--- src/core/fos_cfg.svh ---
// Constants for the timer output forced-stop control block.
// Assumes a 20-bit peripheral address space and 16-bit register data.
`ifndef FOS_CFG_SVH
`define FOS_CFG_SVH

// Register addresses
`define FOS_ADDR_PFSEL 20'hF05C6
`define FOS_ADDR_CTRL0 20'hF0630
`define FOS_ADDR_CTRL1 20'hF0632
`define FOS_ADDR_RELEASE 20'hF0634
`define FOS_ADDR_STATUS 20'hF0636

// Reset values and writable-bit masks
`define FOS_PFSEL_RESET 8'h00
`define FOS_CTRL_RESET 16'h0000
`define FOS_PFSEL_WMASK 8'h7F
`define FOS_CTRL_WMASK 16'hF17F

// Conversion trigger select codes
`define FOS_CONV_SEL_T0 2'h0
`define FOS_CONV_SEL_T1 2'h1
`define FOS_CONV_SEL_T2 2'h2

// First stop function clear conditions
`define FOS_CLR_WRITE 2'h0
`define FOS_CLR_WRITE_IDLE 2'h1
`define FOS_CLR_PERIOD 2'h2
`define FOS_CLR_PERIOD_IDLE 2'h3

// Output state codes while stopped
`define FOS_OUT_HIZ_LOW 2'h0
`define FOS_OUT_HIZ_HIGH 2'h1
`define FOS_OUT_LOW_LOW 2'h2
`define FOS_OUT_HIGH_HIGH 2'h3

// Noise filter sample count
`define FOS_FILTER_LEN 3

`endif

--- src/core/fos_pkg.sv ---
// Types shared by the forced-stop control block.
// Assumes fos_cfg.svh supplies all numeric constants.
package fos_pkg;

    typedef struct packed {
        logic reserved7;
        logic comparator2_interrupt_select;
        logic comparator0_interrupt_select;
        logic pin20_filter_bypass;
        logic [1:0] conv_trigger_select;
        logic pin21_function_select;
        logic pin20_function_select;
    } fos_pfsel_t;

    typedef struct packed {
        logic stop2_pin20_enable;
        logic stop2_comparator2_enable;
        logic stop2_comparator1_enable;
        logic stop2_comparator0_enable;
        logic [2:0] reserved_hi;
        logic stop2_mode;
        logic reserved_lo;
        logic stop1_comparator2_enable;
        logic stop1_comparator1_enable;
        logic stop1_comparator0_enable;
        logic [1:0] stop1_clear_cond;
        logic [1:0] stop_output_state;
    } fos_ctrl_t;

    typedef struct packed {
        logic pin20_irq;
        logic pin20_restart;
        logic pin21_irq;
        logic pin21_restart;
    } fos_pin_route_t;

endpackage : fos_pkg

--- src/core/fos_noise_filter.sv ---
// Noise filter for external interrupt pin 20 with a bypass select.
// Assumes the pin is already synchronous to mclk.
`timescale 1ns/100ps
`include "fos_cfg.svh"
module fos_noise_filter
    import fos_pkg::*;
#(
    parameter int LEN = `FOS_FILTER_LEN
)
(
    // Clock and reset
    input wire logic mclk,
    input wire logic reset,
    // Pin and control
    input wire logic pin,
    input wire logic bypass,
    output logic level
);
    logic [LEN-1:0] samples;
    logic [LEN-1:0] next_samples;
    logic next_level;

    // Unless bypassed, level only moves once every sample agrees
    always_comb
    begin
        next_samples = {samples[LEN-2:0], pin};
        next_level = level;
        if (bypass)
            next_level = pin;
        else if (&samples)
            next_level = 1'b1;
        else if (~|samples)
            next_level = 1'b0;
    end

    always_ff @(posedge mclk)
    begin
        if (reset)
        begin
            samples <= '0;
            level <= 1'b0;
        end
        else
        begin
            samples <= next_samples;
            level <= next_level;
        end
    end
endmodule : fos_noise_filter

--- src/core/fos_stop_output.sv ---
// Drives one output pair, overriding the PWM levels while stopped.
// Assumes the pad resolves high impedance from the enable.
`timescale 1ns/100ps
`include "fos_cfg.svh"
module fos_stop_output
    import fos_pkg::*;
(
    // Clock and reset
    input wire logic mclk,
    input wire logic reset,
    // Stop state
    input wire logic stop1,
    input wire logic stop2,
    input wire logic [1:0] state,
    // Pin data
    input wire logic [1:0] pwm,
    output logic [1:0] pin_out,
    output logic [1:0] pin_oe
);
    logic [1:0] next_out;
    logic [1:0] next_oe;

    // First function overrides the second
    always_comb
    begin
        next_out = pwm;
        next_oe = 2'h3;
        if (stop1)
        begin
            case (state)
                `FOS_OUT_HIZ_LOW, `FOS_OUT_HIZ_HIGH:
                begin
                    next_out = 2'h0;
                    next_oe = 2'h0;
                end
                `FOS_OUT_LOW_LOW: next_out = 2'h0;
                `FOS_OUT_HIGH_HIGH: next_out = 2'h3;
                default: next_out = 2'h0;
            endcase
        end
        else if (stop2)
            next_out = state[0] ? 2'h3 : 2'h0;
    end

    always_ff @(posedge mclk)
    begin
        if (reset)
        begin
            pin_out <= 2'h0;
            pin_oe <= 2'h0;
        end
        else
        begin
            pin_out <= next_out;
            pin_oe <= next_oe;
        end
    end
endmodule : fos_stop_output

--- src/core/fos_top.sv ---
// Forced output stop control for two PWM output pairs plus the
// peripheral switch register. Assumes all inputs are synchronous to mclk,
// triggers are active high, and period_start pulses once per period.
//
// Local design decision: strobed register access.
`timescale 1ns/100ps
`include "fos_cfg.svh"

module fos_top
    import fos_pkg::*;
#(
    parameter int FILTER_LEN = `FOS_FILTER_LEN
)
(
    // Clock and reset
    input wire logic mclk,
    input wire logic reset,
    // Register port
    input wire logic [19:0] addr,
    input wire logic [15:0] wdata,
    input wire logic wr,
    input wire logic rd,
    output logic [15:0] rdata,
    // Trigger sources
    input wire logic [2:0] comparator,
    input wire logic external_interrupt_pin_20,
    input wire logic external_interrupt_pin_21,
    // Timer status per pair
    input wire logic [1:0] timer_count_run,
    input wire logic [1:0] period_start,
    // Conversion trigger
    input wire logic [2:0] timer_conv_trig,
    output logic conv_trigger,
    // Pin routing
    output fos_pin_route_t pin_route,
    output logic [1:0] comparator_interrupt_select,
    // Output pairs, two pins each
    input wire logic [3:0] pwm_in,
    output logic [3:0] pwm_out,
    output logic [3:0] pwm_oe,
    // Stop state
    output logic [1:0] stop1_active,
    output logic [1:0] stop2_active
);

    fos_pfsel_t pfsel;
    fos_pfsel_t next_pfsel;
    fos_ctrl_t [1:0] ctrl;
    fos_ctrl_t [1:0] next_ctrl;
    logic [15:0] next_rdata;
    logic [1:0] release_req;
    logic pin20_level;
    logic pin20_stop_src;
    logic next_conv_trigger;
    fos_pin_route_t next_pin_route;

    // Register decode. Release writes produce a pulse and store nothing.
    always_comb
    begin
        next_pfsel = pfsel;
        next_ctrl = ctrl;
        next_rdata = 16'h0000;
        release_req = 2'h0;
        if (wr)
        begin
            case (addr)
                `FOS_ADDR_PFSEL:
                    next_pfsel = fos_pfsel_t'(wdata[7:0] & `FOS_PFSEL_WMASK);
                `FOS_ADDR_CTRL0:
                    next_ctrl[0] = fos_ctrl_t'(wdata & `FOS_CTRL_WMASK);
                `FOS_ADDR_CTRL1:
                    next_ctrl[1] = fos_ctrl_t'(wdata & `FOS_CTRL_WMASK);
                `FOS_ADDR_RELEASE:
                    release_req = wdata[1:0];
                default:
                    release_req = 2'h0;
            endcase
        end
        if (rd)
        begin
            case (addr)
                `FOS_ADDR_PFSEL: next_rdata = {8'h00, pfsel};
                `FOS_ADDR_CTRL0: next_rdata = ctrl[0];
                `FOS_ADDR_CTRL1: next_rdata = ctrl[1];
                `FOS_ADDR_STATUS:
                    next_rdata = {12'h000, stop2_active, stop1_active};
                default: next_rdata = 16'h0000;
            endcase
        end
    end

    always_ff @(posedge mclk)
    begin
        if (reset)
        begin
            pfsel <= fos_pfsel_t'(`FOS_PFSEL_RESET);
            ctrl[0] <= fos_ctrl_t'(`FOS_CTRL_RESET);
            ctrl[1] <= fos_ctrl_t'(`FOS_CTRL_RESET);
            rdata <= 16'h0000;
        end
        else
        begin
            pfsel <= next_pfsel;
            ctrl <= next_ctrl;
            rdata <= next_rdata;
        end
    end

    fos_noise_filter #(
        .LEN(FILTER_LEN)
    ) u_filter (
        .mclk(mclk),
        .reset(reset),
        .pin(external_interrupt_pin_20),
        .bypass(pfsel.pin20_filter_bypass),
        .level(pin20_level)
    );

    // Pin 20 feeds the second stop only in its restart role
    assign pin20_stop_src = pin20_level & pfsel.pin20_function_select;

    // Pin routing and conversion trigger select
    always_comb
    begin
        next_pin_route.pin20_irq = pin20_level & ~pfsel.pin20_function_select;
        next_pin_route.pin20_restart = pin20_stop_src;
        next_pin_route.pin21_irq = external_interrupt_pin_21
            & ~pfsel.pin21_function_select;
        next_pin_route.pin21_restart = external_interrupt_pin_21
            & pfsel.pin21_function_select;
        case (pfsel.conv_trigger_select)
            `FOS_CONV_SEL_T0: next_conv_trigger = timer_conv_trig[0];
            `FOS_CONV_SEL_T1: next_conv_trigger = timer_conv_trig[1];
            `FOS_CONV_SEL_T2: next_conv_trigger = timer_conv_trig[2];
            default: next_conv_trigger = 1'b0;
        endcase
    end

    always_ff @(posedge mclk)
    begin
        if (reset)
        begin
            pin_route <= '0;
            conv_trigger <= 1'b0;
        end
        else
        begin
            pin_route <= next_pin_route;
            conv_trigger <= next_conv_trigger;
        end
    end

    assign comparator_interrupt_select = {
        pfsel.comparator2_interrupt_select,
        pfsel.comparator0_interrupt_select
    };

    // Per-pair stop engines
    genvar i;
    generate
        for (i = 0; i < 2; i++)
        begin : g_pair
            logic trig1;
            logic trig2;
            logic trig1_d;
            logic trig2_d;
            logic rise1;
            logic rise2;
            logic fall2;
            logic period;
            logic stop1;
            logic stop2;
            logic pend;
            logic fall_seen;
            logic next_stop1;
            logic next_stop2;
            logic next_pend;
            logic next_fall_seen;

            assign trig1 = |({ctrl[i].stop1_comparator2_enable,
                              ctrl[i].stop1_comparator1_enable,
                              ctrl[i].stop1_comparator0_enable}
                             & comparator);
            assign trig2 = |({ctrl[i].stop2_pin20_enable,
                              ctrl[i].stop2_comparator2_enable,
                              ctrl[i].stop2_comparator1_enable,
                              ctrl[i].stop2_comparator0_enable}
                             & {pin20_stop_src, comparator});
            assign rise1 = trig1 & ~trig1_d;
            assign rise2 = trig2 & ~trig2_d;
            assign fall2 = ~trig2 & trig2_d;
            // Period edges of a halted timer never release a stop
            assign period = period_start[i] & timer_count_run[i];

            always_comb
            begin
                next_stop1 = stop1;
                next_stop2 = stop2;
                next_pend = pend & stop1;
                next_fall_seen = fall_seen & stop2;
                case (ctrl[i].stop1_clear_cond)
                    `FOS_CLR_WRITE:
                        if (release_req[i])
                            next_stop1 = 1'b0;
                    `FOS_CLR_WRITE_IDLE:
                        if (release_req[i] && !trig1)
                            next_stop1 = 1'b0;
                    `FOS_CLR_PERIOD:
                    begin
                        if (release_req[i] && stop1)
                            next_pend = 1'b1;
                        if (pend && period)
                        begin
                            next_stop1 = 1'b0;
                            next_pend = 1'b0;
                        end
                    end
                    `FOS_CLR_PERIOD_IDLE:
                    begin
                        if (release_req[i] && stop1 && !trig1)
                            next_pend = 1'b1;
                        if (pend && period)
                        begin
                            next_stop1 = 1'b0;
                            next_pend = 1'b0;
                        end
                    end
                    default:
                        next_stop1 = stop1;
                endcase
                if (!ctrl[i].stop2_mode)
                begin
                    if (stop2 && period)
                        next_stop2 = 1'b0;
                end
                else
                begin
                    if (stop2 && fall2)
                        next_fall_seen = 1'b1;
                    if (stop2 && fall_seen && period)
                    begin
                        next_stop2 = 1'b0;
                        next_fall_seen = 1'b0;
                    end
                end
                // A new trigger edge wins over any clear in the same cycle
                if (rise1)
                begin
                    next_stop1 = 1'b1;
                    next_pend = 1'b0;
                end
                if (rise2)
                begin
                    next_stop2 = 1'b1;
                    next_fall_seen = 1'b0;
                end
            end

            always_ff @(posedge mclk)
            begin
                if (reset)
                begin
                    trig1_d <= 1'b0;
                    trig2_d <= 1'b0;
                    stop1 <= 1'b0;
                    stop2 <= 1'b0;
                    pend <= 1'b0;
                    fall_seen <= 1'b0;
                end
                else
                begin
                    trig1_d <= trig1;
                    trig2_d <= trig2;
                    stop1 <= next_stop1;
                    stop2 <= next_stop2;
                    pend <= next_pend;
                    fall_seen <= next_fall_seen;
                end
            end

            assign stop1_active[i] = stop1;
            assign stop2_active[i] = stop2;

            fos_stop_output u_out (
                .mclk(mclk),
                .reset(reset),
                .stop1(stop1),
                .stop2(stop2),
                .state(ctrl[i].stop_output_state),
                .pwm(pwm_in[2*i+:2]),
                .pin_out(pwm_out[2*i+:2]),
                .pin_oe(pwm_oe[2*i+:2])
            );

        end
    endgenerate
endmodule : fos_top
--- config.mk ---
export PLATFORM = sky130hd
export DESIGN_NAME = fos_top
export DESIGN_NICKNAME = d
export VERILOG_FILES = /design/src/core/fos_pkg.sv /design/src/core/fos_noise_filter.sv /design/src/core/fos_stop_output.sv /design/src/core/fos_top.sv
export VERILOG_INCLUDE_DIRS = /design/src /design/src/core
export SDC_FILE = /design/constraint.sdc
export NUM_CORES = 1
export LEC_CHECK = 0
export ABC_AREA = 0
export BUFFER_PORTS_ARGS = -buffer_cell sky130_fd_sc_hd__buf_2
export CAP_MARGIN = 20
export CORE_MARGIN = 2
export CORE_UTILIZATION = 50
export DETAILED_ROUTE_END_ITERATION = 10
export PLACE_DENSITY = 0.75
export REMOVE_ABC_BUFFERS = 1
export SYNTH_ARGS = -nofsm -noshare
export SYNTH_HDL_FRONTEND = slang
export SYNTH_SLANG_ARGS = --single-unit
--- constraint.sdc ---
create_clock -name mclk -period 4.7 [get_ports mclk]
set_input_delay 1.41 -clock mclk [delete_from_list [all_inputs] [get_ports mclk]]
set_output_delay 1.41 -clock mclk [all_outputs]
set_load 0.01 [all_outputs]
; ---- Word-level counts from Yosys, hierarchy flattened
; Index checks and enable logic that the tools add are counted.
[classes]
reduce_logical = 49
bitwise_logic = 29
n_eq_ne = 28
n_mux = 53
[op_table]
columns = op, count
row1 = $eq 20x20->1 const B, 5
row2 = $pmux 16 s4, 1
row3 = $mux 1, 33
row4 = $mux 2, 12
row5 = $eq 2x2->1 const B, 9
row6 = $reduce_or 2->1, 9
row7 = $and 1x1->1, 16
row8 = $logic_and 1x1->1, 16
row9 = $reduce_or 3->1, 5
row10 = $ne 3x1->1 const B, 4
row11 = $ne 3x3->1 const B, 4
row12 = $eq 2x1->1 const B, 5
row13 = $logic_not 2->1, 5
row14 = $reduce_and 2->1, 5
row15 = $not 1->1, 9
row16 = $pmux 1 s3, 3
row17 = $reduce_and 3->1, 3
row18 = $and 4x4->4, 2
row19 = $pmux 2 s2, 2
row20 = $reduce_or 4->1, 2
row21 = $and 3x3->3, 2
row22 = $reduce_bool 3->1, 2
row23 = $pmux 1 s2, 2
row24 = $ne 3x2->1 const B, 1
row25 = $logic_not 1->1, 2
[word_totals]
regBits = 76
wordCells = 209
input_bits = 56
output_inout_bits = 35

; ---- Longest topological paths before layout
; Gate-level depths: netlist (run 1).
[depth]
depth_word = 9
mapped_depth = 6
depth_no_buf = 4

; ---- Modules after synthesis
; A second synthesis (run 1) with hierarchy kept.
[unflattened]
cells_unflattened = 320
hier_area_um2 = 2916.5
[by_module_without_submodules]
columns = mod, cells_each, area_each_um2, seq_area_each_um2, instances
row1 = fos_top, 284, 2538.7, 1201.2, 1
row2 = fos_stop_output, 12, 120.1, 60.1, 2
row3 = fos_noise_filter, 12, 137.6, 80.1, 1

; ---- Worst setup path after synthesis (run 1)
; OpenSTA, ideal clock, no wires.
[synth_timing]
path_kind = input port to flip-flop
start = input addr[6]
end = register ctrl[1] (netlist bit)
path_slack_ns = 1.433
required_time_ns = 4.584
path_stages = 6
n_path_buf = 2
arrival_ns = 3.152
setup_time_ns = 0.116
path_cell_list = or4b_1 -> buf_2 -> or3_4 -> or3_1 -> buf_2 -> a31o_1
[synth_between]
elab_chain_len = 2
[synth_lines]
columns = item, line_no
row1 = from (decl), fos_top.sv:19  ; input wire logic [19:0] addr,
row2 = $eq 20x20->1, fos_top.sv:66  ; case (addr)
row3 = $reduce_and 2->1 (no source line), n/a
row4 = to (signal assigned), fos_top.sv:104  ; ctrl <= next_ctrl;
row5 = to (decl), fos_top.sv:48  ; fos_ctrl_t [1:0] ctrl;
; No other way between the ends.
; A chain may end at the register's enable or synchronous reset.

; ---- Final worst setup path (run 1)
[layout_timing]
start = input addr[6]
end = register rdata[2]
[layout_between]
elab_chain_len = 2
word_cells_on_any_way = 5
cone_classes = eq/ne: 4 / mux: 1
[layout_lines]
columns = item, line_no
row1 = $eq 20x20->1, fos_top.sv:81  ; case (addr)
row2 = $pmux 16 s4 (*), fos_top.sv:81
row3 = to (signal assigned), fos_top.sv:105  ; rdata <= next_rdata;
row4 = to (decl), fos_top.sv:23  ; output logic [15:0] rdata,
; Every way passes the cells marked *; elsewhere a longest branch is shown, timed or not.

==> results of run 1 <==
[registers in the layout, summed over array words and instances (netlist names)]
name	cells
rdata	12
conv_trigger	1
g_pair.u_out.pin_oe	2
g_pair.trig2_d	2
pfsel	5
g_pair.pend	2
g_pair.fall_seen	2
g_pair.stop2	2
comparator_interrupt_select	2
u_filter.samples	3
pin_route	4
ctrl	24
u_filter.level	1
g_pair.u_out.pin_out	4
g_pair.trig1_d	2
g_pair.stop1	2
[synthesized netlist by cell type, types with 4 or more instances]
master,number
a211oi_1,4
a21oi_1,19
a222oi_1,4
a22oi_1,8
a31o_1,7
a31oi_1,6
and2_1,4
and3_1,5
buf_2,6
buf_4,14
clkbuf_1,13
dfxtp_1,70
inv_1,13
mux2_2,5
mux2i_1,17
nand2_1,35
nand3_1,14
nand4_1,27
nand4b_1,4
nor2_1,19
nor2b_1,4
nor4_1,16
o211ai_1,4
o21a_1,4
o21ai_0,6
o31ai_1,10
[kinds of logic after synthesis]
logic type	after synthesis
AND/OR/NAND/NOR	150
buffers and inverters	50
flip-flops	70
multiplexers	22
other	1
AO/OA/AOI/OAI	79
[routing by layer]
layer,vias up,part of all wire,wire length (µm)
li1,1514,-,-
met1,1532,0.42,3790
met2,149,0.48,4270
met3,20,0.077,687
met4,0,0.023,207
met5,-,0,0
[final cells by class]
| cell class | instances | area [µm²] | share of cell area |
|---|---|---|---|
| Clock inverter | 4 | 70.1 | 0.0183 |
| Inverter | 13 | 48.8 | 0.0127 |
| Multi-Input combinational cell | 255 | 1640 | 0.428 |
| Tap cell | 77 | 96.3 | 0.0251 |
| Sequential cell | 70 | 1400 | 0.366 |
| Timing Repair Buffer | 85 | 433 | 0.113 |
| Clock buffer | 12 | 145 | 0.0379 |
[worst max path at each step]
stage	end
2_1_floorplan	rdata[0]$_SDFF_PP0_
3_3_place_gp	ctrl[2]$_SDFFE_PP0P_
3_5_place_dp	ctrl[5]$_SDFFE_PP0P_
4_1_cts	ctrl[5]$_SDFFE_PP0P_
5_1_grt	rdata[2]$_SDFF_PP0_
6_report	rdata[2]$_SDFF_PP0_
[where the power goes]
part	switching (mW)	leakage, nW	internal [mW]
Clock	0.219	0.110	0.312
Sequential	0.00162	0.566	0.598
Combinational	0.0510	0.816	0.0281
Total	0.272	1.49	0.938
[through the flow]
step | setup slack, ns | util | instance area, µm² | hold slack, ns
3_5_place_dp | 1.06 | 0.570 | 3620 | 0.469
6_report | 1.36 | 0.604 | 3830 | 0.480
5_1_grt | 1.24 | 0.604 | 3830 | 0.497
4_1_cts | 1.42 | 0.604 | 3830 | 0.481
2_1_floorplan | 0.719 | - | 3090 | 0.444
3_3_place_gp | 1.08 | 0.570 | 3620 | 0.462
[critical path, cell delays in order]
cell	delay, ns
buf_2	0.11
or4b_1	0.69
nor4_2	0.58
nand3_1	0.46
a22oi_1	0.35
==> flow_metrics.env, run 1 <==
export IMPL_setup_viol=0
export IMPL_rsz0062_at_grt="false"
export IMPL_synth_top_family_by_area="simple AND/OR/NAND/NOR gates"
export IMPL_synth_simple_area_share=0.258
export IMPL_clockBufferDepth=2
export IMPL_antenna_found_initial=0
export IMPL_synth_ff_type="dfxtp_1"
export IMPL_synth_xor_area_frac=0
export IMPL_post_cts_resized=0
export IMPL_synth_edff_count=0
export IMPL_diodes=0
export IMPL_die_w_um=85.1
export IMPL_cp_end_kind="flip-flop"
export IMPL_drcViolationCount=0
export IMPL_critPathLaunch="addr[6]"
export IMPL_maxCapViolations=0
export IMPL_async_reset_ff_frac=0
export IMPL_hold_violations=0
export IMPL_netlist_area_mm2=0.00329
export IMPL_synthDistinctLibCells=49
export IMPL_die_area_mm2=0.00724
export IMPL_antenna_left=0
export IMPL_min_to="u_filter.samples[2]$_SDFF_PP0_"
export IMPL_worstSetupPathType="primary input to flip-flop"
export IMPL_gp_congestion=0.904
export IMPL_min_path_cells=1
export IMPL_core_mm2=0.00635
export IMPL_ios=91
export IMPL_totalNegativeSetupSlack_ns=0
export IMPL_yosys_top_cells_area="dfxtp_1, mux2i_1, nand4_1"
export IMPL_dpl_hpwl_um=6230
export IMPL_num_vias=3215
export IMPL_reg2reg_slack_ns=3.14
export IMPL_synth_compound_area_frac=0.167
export IMPL_total_power_mw=1.21
export IMPL_met2_usage=0.412
export IMPL_syn_to_final_growth_pct=16.5
export IMPL_final_cells=516
export IMPL_path_clk_slew_ns=0.07
export IMPL_die_y_um=85.1
export IMPL_met3_usage=0.0545
export IMPL_fmax_mhz=299
export IMPL_final_cell_mix="buf_2, dfxtp_1, nand2_1, nand4_1"
export IMPL_rr_endpoint="rdata[1]$_SDFF_PP0_"
export IMPL_p_leak_nw=1.49
export IMPL_num_rows=29
export IMPL_hold_class="flip-flop to flip-flop"
export IMPL_arrival_ns=3.59
export IMPL_clk_latency_ns=0.35
export IMPL_yosys_warnings=0
export IMPL_worst_path_max_fanout=9
export IMPL_grt_max_degree=39
export IMPL_synth_top_area_cell="dfxtp_1"
export IMPL_vdd_drop_max_v=0.000232
export IMPL_nFillCells=575
export IMPL_ctsHtreeMaxLevel=3
export IMPL_max_slew_margin=0.442
export IMPL_gr_total_overflow=0
export IMPL_min_period_ns=3.34
export IMPL_layout_drive_gt1_share=0.253
export IMPL_ctsRootBufferMaster="clkbuf_8"
export IMPL_avgSynthCellArea_um2=8.84
export IMPL_finalCritPeriodShare=0.711
export IMPL_min_from="u_filter.samples[1]$_SDFF_PP0_"
export IMPL_cts_buffers=9
export IMPL_cts_hold_buf=0
export IMPL_post_cts_buffers=0
export IMPL_detail_route_wl_per_cell_um=17.3
export IMPL_gr_usage_all_layers=0.252
export IMPL_synth_top_area_frac=0.426
export IMPL_tritoncts="yes"
export IMPL_layout_nets=490
export IMPL_drt_iter0_markers=444
export IMPL_final_common_cell="buf_2"
export IMPL_finalMaxSlewViolations=0
export IMPL_synth_seq_cells=70
export IMPL_fin_skew_ns=0.00781
export IMPL_gr_usage_met1=0.323
export IMPL_worstMarginPinSlew_ns=0.834
export IMPL_initial_core_util=0.518
export IMPL_power_density_mw_per_mm2=316
export IMPL_yosysSeqAreaShare=0.426
export IMPL_wl_um=8950
export IMPL_r2r_start="ctrl[1]$_SDFFE_PP0P_"
export IMPL_startpoint_type="primary input"
export IMPL_cp_data_required_time_ns=4.95
export IMPL_synth_adder_area_share=0
export IMPL_vias_per_cell=6.23
export IMPL_grt_pass1_vias=2943
export IMPL_cts_sinks=70
export IMPL_outcome="complete, no violations"
export IMPL_dr_pass1_iters=5
export IMPL_dp_cells=500
export IMPL_r2r_cells=4
export IMPL_grt_busiest_layer="met2"
export IMPL_muxShareOfSynthArea=0.0688
export IMPL_port_buffers=82
export IMPL_grt_pass1_wl_um=14400
export IMPL_syn_inst=372
No activity file was read; power rests on OpenSTA's default activity.
==> inputs of run 2 (changes only) <==
==> constraint.sdc (replaced) <==
create_clock -name mclk -period 3.29 [get_ports mclk]
set_input_delay 0.987 -clock mclk [delete_from_list [all_inputs] [get_ports mclk]]
set_output_delay 0.987 -clock mclk [all_outputs]
set_load 0.01 [all_outputs]
==> run 2 against run 1 <==
  * Combinational power rose by 47%
  * Via count up 0.16%
  * Sequential share of layout area is 0.68 points lower
  * Clock power rose by 44%
  * Clock skew grew 0.0041 ns
  * Worst setup slack worse by 0.85 ns
  * Register-to-register slack worse by 1.4 ns
  * Sequential power increased by 43%
  * Total power rose by 43%
  * Critical path depth did not move
  * Largest power group unchanged
==> flow_metrics.env, run 2 (synthesis results as in run 1) <==
export IMPL_outcome="complete, no violations"
export IMPL_post_cts_buffers=0
export IMPL_gp_congestion=0.923
export IMPL_cts_buffers=9
export IMPL_startpoint_type="primary input"
export IMPL_holdWs_ns=0.479
export IMPL_ctsHtreeMaxLevel=3
export IMPL_core_mm2=0.00635
export IMPL_placed_cell_area_mm2=0.00369
export IMPL_num_rows=29
export IMPL_clk_latency_ns=0.36
export IMPL_die_area_mm2=0.00724
export IMPL_seq_area_mm2=0.00140
export IMPL_layout_nets=498
export IMPL_top_register="ctrl"
export IMPL_antenna_found_initial=0
export IMPL_dp_cells=508
export IMPL_antenna_left=0
export IMPL_clockBufferDepth=2
export IMPL_post_cts_resized=0
export IMPL_p_leak_nw=1.53
export IMPL_top_regs="ctrl (24), rdata (12), pfsel (5)"
export IMPL_wl_um=9010
export IMPL_largest_reg_flops=24
export IMPL_total_power_mw=1.74
export IMPL_ctsRootBufferMaster="clkbuf_8"
export IMPL_finalMaxSlewViolations=0
export IMPL_cp_end_kind="flip-flop"
export IMPL_cts_sinks=70
export IMPL_vias_per_cell=6.15
export IMPL_drt_iter0_markers=435
export IMPL_gr_total_overflow=0
export IMPL_layout_drive_gt1_share=0.266
export IMPL_cp_data_required_time_ns=3.58
export IMPL_drcViolationCount=0
export IMPL_min_path_cells=2
export IMPL_nFillCells=559
export IMPL_num_vias=3220
export IMPL_die_w_um=85.1
export IMPL_worst_path_max_fanout=12
export IMPL_die_y_um=85.1
export IMPL_worstSetupPathType="primary input to flip-flop"
export IMPL_vdd_drop_max_v=0.000263
export IMPL_hold_class="flip-flop to flip-flop"
export IMPL_cp_slowest_cell="or4_1"
export IMPL_dpl_hpwl_um=6430
export IMPL_grt_max_degree=40
export IMPL_cts_hold_buf=0
export IMPL_power_density_mw_per_mm2=444
export IMPL_final_cell_mix="buf_2, dfxtp_1, nand2_1, nand4_1"
export IMPL_max_slew_margin=0.517
export IMPL_worstMarginPinSlew_ns=0.722
export IMPL_final_cells=524
export IMPL_final_common_cell="buf_2"
export IMPL_ios=91
export IMPL_setup_viol=0
export IMPL_grt_pass1_wl_um=14400
export IMPL_min_period_ns=2.78
export IMPL_rsz0062_at_grt="false"
export IMPL_fin_util=0.615
export IMPL_gr_usage_all_layers=0.254
export IMPL_grt_pass1_vias=2970
export IMPL_dr_pass1_iters=5
export IMPL_finalCritPeriodShare=0.844
export IMPL_initial_core_util=0.518
export IMPL_port_buffers=82
export IMPL_tritoncts="yes"
export IMPL_diodes=0
export IMPL_maxCapViolations=0
export IMPL_fmax_mhz=360
export IMPL_detail_route_wl_per_cell_um=17.2
export IMPL_fin_skew_ns=0.0119
export IMPL_slowest_delay_ns=0.80
export IMPL_path_clk_slew_ns=0.07
export IMPL_hold_violations=0
export IMPL_crit_chain="buf_2, or4b_1, or4_1, nor4_1, o21a_1"
export IMPL_r2r_cells=4
export IMPL_design_area_mm2=0.00391
export IMPL_multiInputGateArea_mm2=0.00164
export IMPL_arrival_ns=3.07
export IMPL_syn_to_final_growth_pct=18.8
[run 2: cell types whose count changed in the layout (fill, tap and decap cells not counted), sizes merged]
cell / delta
buf: +8
[run 2: metal layers]
metal,up-vias,routed length (µm),track usage
met5,-,0,0
met1,1506,3790,0.326
li1,1529,-,-
met4,0,281,0.141
met3,29,672,0.0506
met2,156,4260,0.400
[run 2: area by class of cell]
class,count,share of cell area
multi-input cells,255,0.420
flip-flops and latches,70,0.359
repair buffers,93,0.129
clock buffers,12,0.0372
well taps,77,0.0247
clock inverters,4,0.0179
inverters,13,0.0125
[run 2: worst paths after layout]
check | start | end | slack (ns)
max | addr[6] | g_pair[0].pend$_SDFF_PP0_ | 0.51
min | comparator_interrupt_select[0]$_SDFFE_PP0P_ | comparator_interrupt_select[0]$_SDFFE_PP0P_ | 0.48
max reg2reg | ctrl[1]$_SDFFE_PP0P_ | rdata[1]$_SDFF_PP0_ | 1.77
min reg2reg | comparator_interrupt_select[0]$_SDFFE_PP0P_ | comparator_interrupt_select[0]$_SDFFE_PP0P_ | 0.48
[run 2: critical path: cells and delay by family]
kind / cells / cell delay (ns)
buf+inv: 1 / 0.10
simple gates: 3 / 1.82
compound gates: 1 / 0.15
[run 2: per-stage QoR]
stage	setup slack (ns)	setup TNS (ns)
3_3_place_gp	0.197	0
3_5_place_dp	0.184	0
4_1_cts	0.536	0
6_report	0.512	0
2_1_floorplan	-0.268	-2.34
5_1_grt	0.428	0
[run 2: where the power goes]
group	switching, mW	internal [mW]	total (mW)	leakage, nW
Sequential	0.00221	0.854	0.856	0.566
Combinational	0.0734	0.0430	0.116	0.857
Clock	0.317	0.446	0.763	0.110
==> inputs of run 3 (changes only) <==
==> constraint.sdc (replaced) <==
create_clock -name mclk -period 2.67 [get_ports mclk]
set_input_delay 0.801 -clock mclk [delete_from_list [all_inputs] [get_ports mclk]]
set_output_delay 0.801 -clock mclk [all_outputs]
set_load 0.01 [all_outputs]
==> run 3 against run 2 <==
  * Clock-buffer cell count is the same
  * Combinational power increased by 30%
  * Sequential cell count unchanged
  * First-iteration DRC count down 40%
  * Wire length increased by 2.5%
  * Sequential share of layout area shrank 0.81 points
  * Worst hold slack worse by 0.0046 ns
  * Via count grew 2.0%
==> flow_metrics.env, run 3 (synthesis results as in run 1) <==
export IMPL_outcome="complete, no violations"
export IMPL_power_density_mw_per_mm2=518
export IMPL_antenna_left=0
export IMPL_arrival_ns=2.72
export IMPL_vdd_drop_max_v=0.000453
export IMPL_top_register="ctrl"
export IMPL_gr_total_overflow=0
export IMPL_final_cells=538
export IMPL_initial_core_util=0.518
export IMPL_placed_cell_area_mm2=0.00380
export IMPL_worstMarginPinSlew_ns=0.626
export IMPL_tritoncts="yes"
export IMPL_maxCapViolations=0
export IMPL_fin_skew_ns=0.00493
export IMPL_nFillCells=541
export IMPL_finalCritPeriodShare=0.931
export IMPL_layout_nets=512
export IMPL_setup_ws_ns=0.185
export IMPL_vias_per_cell=6.11
export IMPL_finalMaxSlewViolations=0
export IMPL_dr_pass1_iters=5
export IMPL_grt_max_degree=30
export IMPL_worstSetupPathType="primary input to flip-flop"
export IMPL_hold_class="flip-flop to flip-flop"
export IMPL_detail_route_wl_per_cell_um=17.2
export IMPL_startpoint_type="primary input"
export IMPL_cp_data_required_time_ns=2.90
export IMPL_die_y_um=85.1
export IMPL_gr_usage_all_layers=0.258
export IMPL_drcViolationCount=0
export IMPL_syn_to_final_growth_pct=21.5
export IMPL_layout_drive_gt1_share=0.291
export IMPL_num_vias=3286
export IMPL_worst_path_max_fanout=10
export IMPL_port_buffers=82
export IMPL_design_area_mm2=0.00400
export IMPL_total_power_mw=2.07
export IMPL_die_area_mm2=0.00724
export IMPL_rsz0062_at_grt="false"
export IMPL_post_cts_buffers=0
export IMPL_setup_viol=0
export IMPL_antenna_found_initial=0
export IMPL_path_clk_slew_ns=0.07
export IMPL_clk_latency_ns=0.35
export IMPL_wl_um=9230
export IMPL_core_mm2=0.00635
export IMPL_post_cts_resized=0
export IMPL_final_cell_mix="buf_2, dfxtp_1, nand2_1, nand4_1, buf_4"
export IMPL_gp_congestion=0.904
export IMPL_hold_violations=0
export IMPL_ctsHtreeMaxLevel=3
export IMPL_holdWs_ns=0.474
export IMPL_max_slew_margin=0.583
export IMPL_largest_reg_flops=24
export IMPL_grt_pass1_wl_um=14600
export IMPL_clockBufferDepth=2
export IMPL_dpl_hpwl_um=6760
export IMPL_min_period_ns=2.48
export IMPL_cts_hold_buf=0
export IMPL_fmax_mhz=402
export IMPL_ctsRootBufferMaster="clkbuf_8"
export IMPL_cts_sinks=70
export IMPL_dp_cells=522
export IMPL_num_rows=29
export IMPL_final_common_cell="buf_2"
export IMPL_post_place_ws_ns=-0.164
export IMPL_p_leak_nw=1.59
export IMPL_top_regs="ctrl (24), rdata (12), pfsel (5)"
export IMPL_die_w_um=85.1
export IMPL_diodes=0
export IMPL_grt_pass1_vias=3026
export IMPL_cts_buffers=9
export IMPL_ios=91
export IMPL_cp_end_kind="flip-flop"
export IMPL_drt_iter0_markers=261
run 3: worst max-delay path: stages:
cell and delay [ns]:
buf_2 0.10, or4b_1 0.61, or4_1 0.63, buf_4 0.22
o31ai_1 0.25, a21oi_1 0.09
run 3: cell type report:
class | count | area [µm²] | share of cell area
flip-flops and latches | 70 | 1400 | 0.351
repair buffers | 107 | 611 | 0.153
clock inverters | 4 | 45.0 | 0.0113
inverters | 13 | 48.8 | 0.0122
multi-input cells | 255 | 1640 | 0.410
well taps | 77 | 96.3 | 0.0241
clock buffers | 12 | 155 | 0.0388
run 3: metrics by stage:
step	util	setup TNS, ns
6_report	0.629	0
5_1_grt	0.629	0
4_1_cts	0.629	0
3_5_place_dp	0.598	-3.36
3_3_place_gp	0.598	-2.92
2_1_floorplan	-	-9.53
run 3: metal layers:
metal / vias up / GRT usage / part of all wire
met2: 147 / 0.415 / 0.48
met5: - / 0 / 0
met4: 0 / 0.144 / 0.032
met3: 30 / 0.0506 / 0.069
li1: 1555 / - / -
met1: 1554 / 0.323 / 0.42
run 3: final timing paths:
| path | start | slack (ns) | to | depth (start not counted) |
|---|---|---|---|---|
| setup reg to reg | ctrl[20]$_SDFFE_PP0P_ | 1.10 | g_pair[1].pend$_SDFF_PP0_ | 4 |
| setup / recovery | addr[6] | 0.19 | ctrl[13]$_SDFFE_PP0P_ | 6 |
| hold reg to reg | comparator_interrupt_select[0]$_SDFFE_PP0P_ | 0.47 | comparator_interrupt_select[0]$_SDFFE_PP0P_ | 2 |
| hold / removal | comparator_interrupt_select[0]$_SDFFE_PP0P_ | 0.47 | comparator_interrupt_select[0]$_SDFFE_PP0P_ | 2 |
run 3: where the power goes:
part | internal [mW] | switching, mW
Clock | 0.478 | 0.386
Combinational | 0.0589 | 0.0925
Sequential | 1.05 | 0.00265
Total | 1.59 | 0.481
